[config.mk]
export PLATFORM = sky130hd
export DESIGN_NAME = rds_reset_sequencer
export DESIGN_NICKNAME = d
export VERILOG_FILES = /design/src/inc/rds_pkg.sv /design/src/verilog/rds_delay_counter.sv /design/src/verilog/rds_reset_sequencer.sv
export SDC_FILE = /design/constraint.sdc
export NUM_CORES = 1
export LEC_CHECK = 0
export ABC_CLOCK_PERIOD_IN_PS = 3030
export BUFFER_PORTS_ARGS = -buffer_cell sky130_fd_sc_hd__buf_2
export CORE_AREA = 2 2 93 95
export CTS_CLUSTER_DIAMETER = 120
export DETAILED_ROUTE_END_ITERATION = 10
export DIE_AREA = 0 0 95 97
export PLACE_DENSITY = 0.66
export SLEW_MARGIN = 0
export SYNTH_ARGS = -nofsm -noshare
export SYNTH_HDL_FRONTEND = slang
export SYNTH_HIERARCHICAL = 1
export SYNTH_SLANG_ARGS = --single-unit
[constraint.sdc]
create_clock -name ref_clk -period 3.03 [get_ports ref_clk]
set_clock_uncertainty 0.05 [all_clocks]
set_input_delay 0.606 -clock ref_clk [delete_from_list [all_inputs] [get_ports ref_clk]]
set_output_delay 0.606 -clock ref_clk [all_outputs]
set_load 0.05 [all_outputs]
[src/inc/rds_pkg.sv]
// shared constants and types for the reset delay sequencer
package rds_pkg;

  // ==========================================================
  // clock and timing
  localparam int unsigned REF_CLK_HZ = 40_000_000;
  // delay times in microseconds, as specified
  localparam int unsigned POR_DELAY_US     = 72_000;
  localparam int unsigned DELAY_0P25MS_US  = 250;
  localparam int unsigned DELAY_18MS_US    = 18_000;
  localparam int unsigned DELAY_60MS_US    = 60_000;
  localparam int unsigned DELAY_1S_US      = 1_000_000;
  // derived cycle counts (all above 4096, so top parameters take these as defaults)
  localparam int unsigned POR_DELAY_CYC    = (REF_CLK_HZ / 1_000_000) * POR_DELAY_US;
  localparam int unsigned DELAY_0P25MS_CYC = (REF_CLK_HZ / 1_000_000) * DELAY_0P25MS_US;
  localparam int unsigned DELAY_18MS_CYC   = (REF_CLK_HZ / 1_000_000) * DELAY_18MS_US;
  localparam int unsigned DELAY_60MS_CYC   = (REF_CLK_HZ / 1_000_000) * DELAY_60MS_US;
  localparam int unsigned DELAY_1S_CYC     = (REF_CLK_HZ / 1_000_000) * DELAY_1S_US;

  // ==========================================================
  // delay reset timer geometry
  localparam int unsigned DRT_WIDTH   = 10;
  localparam int unsigned PRESC_WIDTH = 24;
  localparam logic [9:0]  DRT_FULL_TC  = 10'h3FF;
  localparam logic [9:0]  DRT_SHORT_TC = 10'h0FF;
  localparam int unsigned DRT_FULL_TICKS  = 1024;
  localparam int unsigned DRT_SHORT_TICKS = 256;

  // ==========================================================
  // program counter
  localparam int unsigned PC_WIDTH     = 12;
  localparam logic [11:0] RESET_VECTOR = 12'hFFF;

  // ==========================================================
  // fuse field encodings
  localparam logic [1:0] DLY_SEL_0P25MS = 2'h2;
  localparam logic [1:0] DLY_SEL_18MS   = 2'h3;
  localparam logic [1:0] DLY_SEL_60MS   = 2'h0;
  localparam logic [1:0] DLY_SEL_1S     = 2'h1;
  localparam logic [1:0] BOR_SEL_OFF    = 2'h0;
  localparam logic [1:0] BOR_SEL_2V2    = 2'h1;
  localparam logic [1:0] BOR_SEL_2V4    = 2'h2;
  localparam logic [1:0] BOR_SEL_4V1    = 2'h3;

  typedef struct packed {
    logic [1:0] reset_delay_period;
    logic [1:0] brownout_level_select;
  } rds_fuse_s;

  typedef struct packed {
    logic power_on;
    logic brownout;
    logic watchdog;
    logic master_clear;
    logic wakeup;
  } rds_cause_s;

  localparam rds_cause_s CAUSE_RESET = 5'h10;

  typedef enum logic [3:0] {
    ST_HOLD  = 4'h1,
    ST_COUNT = 4'h2,
    ST_RUN   = 4'h4,
    ST_SLEEP = 4'h8
  } rds_state_e;

endpackage

[src/verilog/rds_delay_counter.sv]
// prescaler plus 10-bit delay reset timer with selectable terminal count
`timescale 1ns/1ps
`default_nettype none

module rds_delay_counter (
  input  wire logic        ref_clk,
  input  wire logic        rst_n,
  input  wire logic        clear,
  input  wire logic [23:0] prescale,
  input  wire logic [9:0]  terminal,
  output logic             done
);

  logic [23:0] presc;
  logic [9:0]  delay_reset_timer;
  logic        tick;

  assign tick = (presc == prescale);

  // ==========================================================
  // prescaler
  always_ff @(posedge ref_clk or negedge rst_n) begin
    if (!rst_n) begin
      presc <= 24'h000000;
    end else if (clear || tick || done) begin
      presc <= 24'h000000;
    end else begin
      presc <= presc + 24'h000001;
    end
  end

  // ==========================================================
  // ripple count, held cleared by the caller while any reset request stands
  always_ff @(posedge ref_clk or negedge rst_n) begin
    if (!rst_n) begin
      delay_reset_timer <= 10'h000;
      done              <= 1'b0;
    end else if (clear) begin
      delay_reset_timer <= 10'h000;
      done              <= 1'b0;
    end else if (tick && !done) begin
      delay_reset_timer <= delay_reset_timer + 10'h001;
      done              <= (delay_reset_timer == terminal);
    end
  end

endmodule

`default_nettype wire

[src/verilog/rds_reset_sequencer.sv]
// reset latch, source collection and delay sequencing for the core
`timescale 1ns/1ps
`default_nettype none

module rds_reset_sequencer #(
  parameter int unsigned POR_CYC    = rds_pkg::POR_DELAY_CYC,
  parameter int unsigned D0P25_CYC  = rds_pkg::DELAY_0P25MS_CYC,
  parameter int unsigned D18_CYC    = rds_pkg::DELAY_18MS_CYC,
  parameter int unsigned D60_CYC    = rds_pkg::DELAY_60MS_CYC,
  parameter int unsigned D1S_CYC    = rds_pkg::DELAY_1S_CYC
) (
  input  wire logic              ref_clk,
  input  wire logic              rst_n,
  input  wire logic              master_clear_pin_n,
  input  wire logic              brownout_below,
  input  wire logic              watchdog_timeout,
  input  wire logic              power_down_req,
  input  wire rds_pkg::rds_fuse_s extended_fuse_word,
  output logic                   core_reset,
  output logic                   pc_load,
  output logic [11:0]            pc_reset_value,
  output logic                   wake_pulse,
  output logic [1:0]             brownout_level_select,
  output logic                   brownout_enable,
  output rds_pkg::rds_cause_s    reset_cause
);

  // ==========================================================
  // prescale per source: tick length so that the terminal count spans the period
  localparam logic [23:0] PRESC_POR   = 24'(POR_CYC / rds_pkg::DRT_FULL_TICKS - 1);
  localparam logic [23:0] PRESC_0P25  = 24'(D0P25_CYC / rds_pkg::DRT_SHORT_TICKS - 1);
  localparam logic [23:0] PRESC_18    = 24'(D18_CYC / rds_pkg::DRT_SHORT_TICKS - 1);
  localparam logic [23:0] PRESC_60    = 24'(D60_CYC / rds_pkg::DRT_SHORT_TICKS - 1);
  localparam logic [23:0] PRESC_1S    = 24'(D1S_CYC / rds_pkg::DRT_SHORT_TICKS - 1);

  function automatic logic [23:0] fuse_prescale(input logic [1:0] sel);
    case (sel)
      rds_pkg::DLY_SEL_0P25MS: fuse_prescale = PRESC_0P25;
      rds_pkg::DLY_SEL_18MS:   fuse_prescale = PRESC_18;
      rds_pkg::DLY_SEL_60MS:   fuse_prescale = PRESC_60;
      default:                 fuse_prescale = PRESC_1S;
    endcase
  endfunction

  // ==========================================================
  // pin synchronisers
  logic master_clear_pin_meta;
  logic master_clear_pin_sync;
  logic bor_meta;
  logic bor_sync;

  always_ff @(posedge ref_clk or negedge rst_n) begin
    if (!rst_n) begin
      master_clear_pin_meta <= 1'b0;
      master_clear_pin_sync <= 1'b0;
      bor_meta  <= 1'b0;
      bor_sync  <= 1'b0;
    end else begin
      master_clear_pin_meta <= master_clear_pin_n;
      master_clear_pin_sync <= master_clear_pin_meta;
      bor_meta  <= brownout_below;
      bor_sync  <= bor_meta;
    end
  end

  // ==========================================================
  // brown-out threshold select, straight from the fuse bits
  always_ff @(posedge ref_clk or negedge rst_n) begin
    if (!rst_n) begin
      brownout_level_select <= rds_pkg::BOR_SEL_OFF;
      brownout_enable       <= 1'b0;
    end else begin
      brownout_level_select <= extended_fuse_word.brownout_level_select;
      brownout_enable       <= (extended_fuse_word.brownout_level_select
                                != rds_pkg::BOR_SEL_OFF);
    end
  end

  // ==========================================================
  // reset request collection
  logic bor_active;
  logic master_clear_pin_low;
  logic hold_req;

  assign bor_active = bor_sync && brownout_enable;
  assign master_clear_pin_low   = !master_clear_pin_sync;
  // a watchdog pulse lands in hold for one cycle, then counting restarts
  assign hold_req   = bor_active || master_clear_pin_low || watchdog_timeout;

  // ==========================================================
  // state machine
  rds_pkg::rds_state_e state;
  rds_pkg::rds_state_e next_state;
  logic                por_pending;
  logic                drt_clear;
  logic                drt_done;
  logic [23:0]         drt_prescale;
  logic [9:0]          drt_terminal;

  always_comb begin
    next_state = state;
    case (state)
      rds_pkg::ST_HOLD: begin
        if (!hold_req) begin
          next_state = rds_pkg::ST_COUNT;
        end
      end
      rds_pkg::ST_COUNT: begin
        if (hold_req) begin
          next_state = rds_pkg::ST_HOLD;
        end else if (drt_done) begin
          next_state = rds_pkg::ST_RUN;
        end
      end
      rds_pkg::ST_RUN: begin
        if (hold_req) begin
          next_state = rds_pkg::ST_HOLD;
        end else if (power_down_req) begin
          next_state = rds_pkg::ST_SLEEP;
        end
      end
      rds_pkg::ST_SLEEP: begin
        if (hold_req) begin
          next_state = rds_pkg::ST_HOLD;
        end else if (drt_done) begin
          next_state = rds_pkg::ST_RUN;
        end
      end
      default: next_state = rds_pkg::ST_HOLD;
    endcase
  end

  always_ff @(posedge ref_clk or negedge rst_n) begin
    if (!rst_n) begin
      state <= rds_pkg::ST_HOLD;
    end else begin
      state <= next_state;
    end
  end

  // power-on flag survives until the first release
  always_ff @(posedge ref_clk or negedge rst_n) begin
    if (!rst_n) begin
      por_pending <= 1'b1;
    end else if (state == rds_pkg::ST_COUNT && next_state == rds_pkg::ST_RUN) begin
      por_pending <= 1'b0;
    end
  end

  // ==========================================================
  // delay reset timer
  // cleared whenever not counting, so every re-entry restarts from zero
  assign drt_clear = (state == rds_pkg::ST_HOLD) || (state == rds_pkg::ST_RUN)
                     || hold_req;

  always_comb begin
    if (por_pending && state != rds_pkg::ST_SLEEP) begin
      drt_prescale = PRESC_POR;
      drt_terminal = rds_pkg::DRT_FULL_TC;
    end else begin
      drt_prescale = fuse_prescale(extended_fuse_word.reset_delay_period);
      drt_terminal = rds_pkg::DRT_SHORT_TC;
    end
  end

  rds_delay_counter u_drt (
    .ref_clk  (ref_clk),
    .rst_n    (rst_n),
    .clear    (drt_clear),
    .prescale (drt_prescale),
    .terminal (drt_terminal),
    .done     (drt_done)
  );

  // ==========================================================
  // reset latch and program counter load
  always_ff @(posedge ref_clk or negedge rst_n) begin
    if (!rst_n) begin
      core_reset <= 1'b1;
    end else if (next_state == rds_pkg::ST_HOLD || next_state == rds_pkg::ST_COUNT) begin
      core_reset <= 1'b1;
    end else begin
      core_reset <= 1'b0;
    end
  end

  // wake from power-down vectors the core too, without a full reset hold
  always_ff @(posedge ref_clk or negedge rst_n) begin
    if (!rst_n) begin
      pc_load        <= 1'b1;
      pc_reset_value <= rds_pkg::RESET_VECTOR;
      wake_pulse     <= 1'b0;
    end else begin
      pc_load        <= (next_state == rds_pkg::ST_HOLD) || (next_state == rds_pkg::ST_COUNT)
                        || (state == rds_pkg::ST_SLEEP && next_state == rds_pkg::ST_RUN);
      pc_reset_value <= rds_pkg::RESET_VECTOR;
      wake_pulse     <= (state == rds_pkg::ST_SLEEP && next_state == rds_pkg::ST_RUN);
    end
  end

  // ==========================================================
  // cause of the most recent reset or wake, replaced on each new entry to hold and on each wake from sleep
  always_ff @(posedge ref_clk or negedge rst_n) begin
    if (!rst_n) begin
      reset_cause <= rds_pkg::CAUSE_RESET;
    end else if (state == rds_pkg::ST_SLEEP && next_state == rds_pkg::ST_RUN) begin
      reset_cause <= 5'h01;
    end else if (state != rds_pkg::ST_HOLD && next_state == rds_pkg::ST_HOLD) begin
      reset_cause.power_on     <= 1'b0;
      reset_cause.brownout     <= bor_active;
      reset_cause.watchdog     <= watchdog_timeout;
      reset_cause.master_clear <= master_clear_pin_low;
      reset_cause.wakeup       <= 1'b0;
    end
  end

endmodule

`default_nettype wire

---- After elaboration in Yosys (flattened, before gate mapping) ----
Cells that the tools add are included.
storage, ports and cells
  flip-flop bits (word level) ............. 55
  latch bits .............................. 0
  RAM bits ................................ 0
  ROM bits ................................ 0
  bits of input ports ..................... 10
  output and inout port bits .............. 23
  word-level logic and storage cells ...... 72
  memories ................................ 0
cells by class
  add/sub/neg operators ................... 2
  $mul .................................... 0
  div/mod/pow operators ................... 0
  magnitude comparators ................... 0
  equality and inequality tests ........... 13
  shift operators ......................... 0
  multiplexer cells ....................... 17
  bitwise logic cells ..................... 0
  reductions and logical operators ........ 21
operators with widths
  operator                                                                count
  18-bit case mux with 3 select lines                                     1
  24-bit 2-to-1 mux                                                       2
  10-bit 2-to-1 mux                                                       3
  24-bit by 1-bit adder with 24-bit output (second input constant)        1
  24-bit equality test                                                    1
  4-bit 2-to-1 mux                                                        5
  4-bit case mux with 3 select lines                                      1
  10-bit by 1-bit adder with 10-bit output (second input constant)        1
  10-bit equality test                                                    1
  5-bit 2-to-1 mux                                                        2
  4-bit by 1-bit equality test with 1-bit output (second input constant)  2
  4-bit by 2-bit equality test with 1-bit output (second input constant)  2
  4-bit by 3-bit equality test with 1-bit output (second input constant)  2
  1-bit logical OR                                                        8
  1-bit logical AND                                                       6
  2-bit nonzero test                                                      3
  2-bit equality test (second input constant)                             2
  4-bit equality test (second input constant)                             1
  4-bit by 1-bit != test with 1-bit output (second input constant)        1
  4-bit != test (second input constant)                                   1
  1-bit 2-to-1 mux                                                        3
  1-bit zero test                                                         2
  2-bit zero test                                                         1
  2-bit OR reduction                                                      1

---- Longest topological paths before layout ----
  depth after elaboration ................. 9
  depth in mapped cells ................... 12
  gate-level depth less buffers ........... 10

---- By module ----
The synthesis kept the hierarchy.
modules (own cells, without submodules)
  module               instances  cells an instance  area each (um^2)  seq. area each (um^2)
  rds_delay_counter    1          228                2115.8            875.8
  rds_reset_sequencer  1          110                1092.3            506.7

---- Least setup slack after synthesis ----
OpenSTA, ideal clock, no wires.
  path kind ............................... input to register
  start point ............................. input extended_fuse_word[3] in the netlist's numbering
  end point ............................... register u_drt.delay_reset_timer[5]
  setup time .............................. 0.078 ns
  arrival ................................. 2.664 ns
  data required time ...................... 2.902 ns
  path slack .............................. 0.238 ns
  stages on the path ...................... 9
  path buffers ............................ 1
  cell sequence ........................... inv_1 > ha_1 > or3_1 > xor2_1 > nor4_1 > nand4_1 > buf_2 > or4_1 > a21oi_1
on the way
  longest elaborated chain between the ends .. 6
  elaborated cells on any way between the ends .. 8
  classes of those cells .................. 3 x eq/ne; 2 x mux; 3 x reduce/logical
ends and longest elaborated chain
  item                                                           line                        text
  start: declaration                                             rds_reset_sequencer.sv:18   input wire rds_pkg::rds_fuse_s extended_fuse_word,
  2-bit equality test / 2-bit zero test (equally long branches)  rds_reset_sequencer.sv:37   case (sel)
  18-bit case mux with 3 select lines (*)                        rds_reset_sequencer.sv:37
  24-bit 2-to-1 mux (*)                                          rds_reset_sequencer.sv:157  if (por_pending && state != rds_pkg::ST_SLEEP) begin
  net drt_prescale[0]                                            rds_reset_sequencer.sv:97   logic [23:0] drt_prescale;
  24-bit equality test (*)                                       rds_delay_counter.sv:18     assign tick = (presc == prescale);
  1-bit logical AND (*)                                          rds_delay_counter.sv:41     end else if (tick && !done) begin
  2-bit nonzero test (no line) (*)                               -
  end signal: assignment                                         rds_delay_counter.sv:42     delay_reset_timer <= delay_reset_timer + 10'h001;
  end: declaration                                               rds_delay_counter.sv:15     logic [9:0] delay_reset_timer;
The timed path passes the listed nets; every way through them passes the cells marked *.
A chain may end at the register's enable or synchronous reset.

---- Worst setup path after layout ----
  start point ............................. register state[1]
  end point ............................... register u_drt.delay_reset_timer[7]
on the way
  longest elaborated chain between the ends .. 6
  elaborated cells on any way between the ends .. 11
  classes of those cells .................. 4 x eq/ne; 2 x mux; 5 x reduce/logical
ends and longest elaborated chain
  item                          line                        text
  start: declaration            rds_reset_sequencer.sv:92   rds_pkg::rds_state_e state;
  start signal: assignment      rds_reset_sequencer.sv:135  state <= rds_pkg::ST_HOLD;
  start signal: assignment      rds_reset_sequencer.sv:137  state <= next_state;
  4-bit != test                 rds_reset_sequencer.sv:157
  1-bit logical AND             rds_reset_sequencer.sv:157
  24-bit 2-to-1 mux             rds_reset_sequencer.sv:157
  net drt_prescale[0]           rds_reset_sequencer.sv:97
  24-bit equality test          rds_delay_counter.sv:18
  1-bit logical AND             rds_delay_counter.sv:41
  2-bit nonzero test (no line)  -
The timed path passes the listed nets, and every way through them passes these cells.

==> impl_metrics.py <==
metrics = {
    "synthesis": {
        "syn_inst": 338,
        "synth_area_per_cell_um2": 9.49,
        "yosysSeqAreaShare_pct": 43.1,
        "synth_most_common_cell": "dfrtp_1",
        "netlist_area_um2": 3210,
        "yosysUniqueCellTypes": 46,
        "synthArstFlopShare_pct": 100,
        "ys_top_cells_by_count": "50 x dfrtp_1, 41 x xor2_1, 38 x nor2_1",
        "synthFlopType": "dfrtp_1",
        "yosysTopAreaCell": "dfrtp_1",
        "synth_edf_count": 0,
        "synth_area_leaders": "dfrtp_1 39%, xor2_1 11%, nor2_1 4.4%",
        "ys_seq_elements": 55,
        "yosysWarnings": 6,
        "synth_top_area_share_pct": 39.0,
    },
    "cells_and_area": {
        "stdcell_count": 487,
        "final_nets": 398,
        "area_delta_synth_final_pct": 12.2,
        "fillers": 768,
        "layout-drive-gt1-share_pct": 13.6,
        "design_area_um2": 3600,
        "n_antenna_cell": 0,
    },
    "job": {
        "maxCapViolCount": 0,
    },
    "worst_setup_path": {
        "regToRegStartpoint": "state[1]",
        "crit_type": "flip-flop to flip-flop",
        "r2r_end": "u_drt/delay_reset_timer[7]",
        "rr_worst_depth": 11,
        "required_ps": 3210,
        "r2r_slack_ps": 180,
        "path_max_fanout": 21,
        "startpoint": "state[1]",
        "start_kind": "flip-flop",
        "cp-end-kind": "flip-flop",
        "arrival_ps": 3030,
    },
    "floorplanning": {
        "core_um2": 8130,
        "ios": 33,
        "dieArea_um2": 9220,
        "die_y_um": 97,
        "rows": 33,
        "die_w_um": 95,
        "initial_core_util_pct": 39.4,
    },
    "placed_design": {
        "placed_cell_area_um2": 3490,
        "dp.cells": 479,
        "dpl.hpwl_mm": 4.44,
        "io_buffers": 20,
        "gp_congestion": 0.817,
        "post-place-ws_ps": 4.69,
    },
    "grt": {
        "grt-busiest-layer": "met2",
        "grt_pass1_vias": 2263,
        "grt_pass1_wl_mm": 10.5,
        "grtUsageTotal_pct": 14.0,
        "grt_max_degree": 45,
        "grt_overflow_total": 0,
        "grt_use_met3_pct": 2.96,
        "met2_usage_pct": 21.8,
        "gr-usage-met1_pct": 19.6,
        "antenna_found_initial": 0,
    },
    "power": {
        "power.density_nw_per_um2": 379,
        "p_leak_nw": 1.65,
        "p_total_mw": 1.37,
        "irDropWorstVdd_mv": 0.169,
    },
    "sta": {
        "setup_viol": 0,
        "finalHoldViolations": 0,
        "rsz0062_at_grt": "false",
        "worst_pin_slew_ps": 962,
        "slew_violations": 0,
        "fin_setup_tns_ps": 0,
        "post-route-period-util_pct": 93.9,
        "relSlewSlack_pct": 35.9,
        "worst_slack_ps": 184,
        "fmax_mhz": 351,
        "period_needed_ps": 2850,
    },
    "detailed_routing": {
        "drt_pass1_iterations": 4,
        "drt_wl_total_mm": 5.99,
        "final_antenna_net_count": 0,
        "vias_per_cell": 4.83,
        "drt_iter0_markers": 77,
        "wl_per_cell_um": 12.3,
        "vias": 2352,
        "route.detailed.drc": 0,
    },
    "min_path": {
        "hold_path_class": "flip-flop to flip-flop",
        "hold_depth": 0,
        "worstHoldStart": "bor_meta",
        "holdPathEnd": "bor_sync",
    },
    "clock_tree": {
        "cts_made_buffers": 5,
        "cts_tree": "done",
        "cts_root_buffer": "clkbuf_8",
        "cts.hold.buffers_added": 0,
        "cts_htree_levels": 2,
        "clk_pin_slew_ps": 90,
        "cts_num_sinks": 55,
        "insertion_delay_ps": 300,
        "clock_path_buffers": 2,
    },
    "outcome": {
        "status": "finished, final reports clean",
    },
}
timing repair:
item / CTS / global route
setup buffers: 0 / 0
endpoints found under the setup margin: 0 / 34
gates resized for setup: 0 / 3
cell type report:
class,count,area [um2],area share [%]
clock buffers,6,82.6,2.29
clock inverters,2,13.8,0.382
inverters,11,41.3,1.15
multi-input cells,277,1750,48.7
flip-flops and latches,55,1380,38.4
well taps,105,131,3.65
repair buffers,31,195,5.42
kinds of logic after synthesis:
| group | after synthesis | synth area share (%) |
|---|---|---|
| AOI/OAI and AO/OA | 38 | 7.64 |
| and+or+nand+nor | 143 | 24.0 |
| muxes | 1 | 0.312 |
| adders and majority gates | 7 | 2.73 |
| xor gates and xnor gates | 58 | 16.1 |
| DFF | 55 | 43.1 |
| buffers and inverters | 34 | 5.93 |
| other | 2 | 0.234 |
metal layers:
layer	wire (um)	part of all wire, %
met4	68	1.1
met3	213	3.6
met5	0	0
met1	2900	48
met2	2800	47
placed cells by master (no fill, tap or decap), types with 2 or more instances in the layout:
master,count
nor3b_1,3
buf_4,10
conb_1,30
o21ai_0,4
nand4_1,5
inv_1,11
o21ai_1,2
nor4_2,3
nand3b_1,3
nor3_1,10
ha_1,7
a21boi_0,2
a22o_1,2
xnor2_1,16
o31ai_1,9
dfstp_2,5
buf_2,20
dfrtp_1,50
nand2b_1,5
a21oi_1,13
nand3_1,19
nor4_1,6
xor2_1,41
and3_1,8
or4_1,8
and4_1,3
nand2_1,14
and2_1,4
or3_1,2
nor2_1,37
nor2b_1,6
clkbuf_8,6
power breakdown:
part / switching [mW] / total (mW) / leakage, nW / internal, mW
clock network: 0.231 / 0.419 / 0.0516 / 0.187
logic: 0.141 / 0.190 / 0.868 / 0.0483
registers: 0.00757 / 0.757 / 0.728 / 0.750
total: 0.380 / 1.37 / 1.65 / 0.985
worst max-delay path by stage:
stage | end | slack [ps] | cells past startpoint
floorplan | u_drt/delay_reset_timer[5] | 240 | 9
global placement | u_drt/delay_reset_timer[9] | 80 | 10
detailed placement | u_drt/delay_reset_timer[7] | 5 | 10
CTS | u_drt/delay_reset_timer[7] | 20 | 11
global route | u_drt/delay_reset_timer[3] | 20 | 11
finish | u_drt/delay_reset_timer[7] | 180 | 11
state kept, by name, summed over array words and instances, names as in the netlist, 2 cells and up:
name and flops:
state 4, brownout_level_select 2, u_drt/delay_reset_timer 10, u_drt/presc 24, reset_cause 5
critical path, stage by stage, from the launching register on:
cell and delay [ps]:
dfrtp_1 400, nor2_2 150, nand3b_1 110, nand2_2 160, inv_1 70, or3_1 380, xor2_1 180, nor4_1 250
nand4_1 130, buf_4 220, or4_1 520, a21oi_1 150
stage by stage:
| step | hold slack [ps] | utilization, % |
|---|---|---|
| finish | 309 | 44.2 |
| global route | 319 | 44.2 |
| floorplan | 260 | - |
| detailed placement | 287 | 42.9 |
| global placement | 284 | 42.9 |
| CTS | 310 | 44.1 |
(Power assumes the default switching activity.)
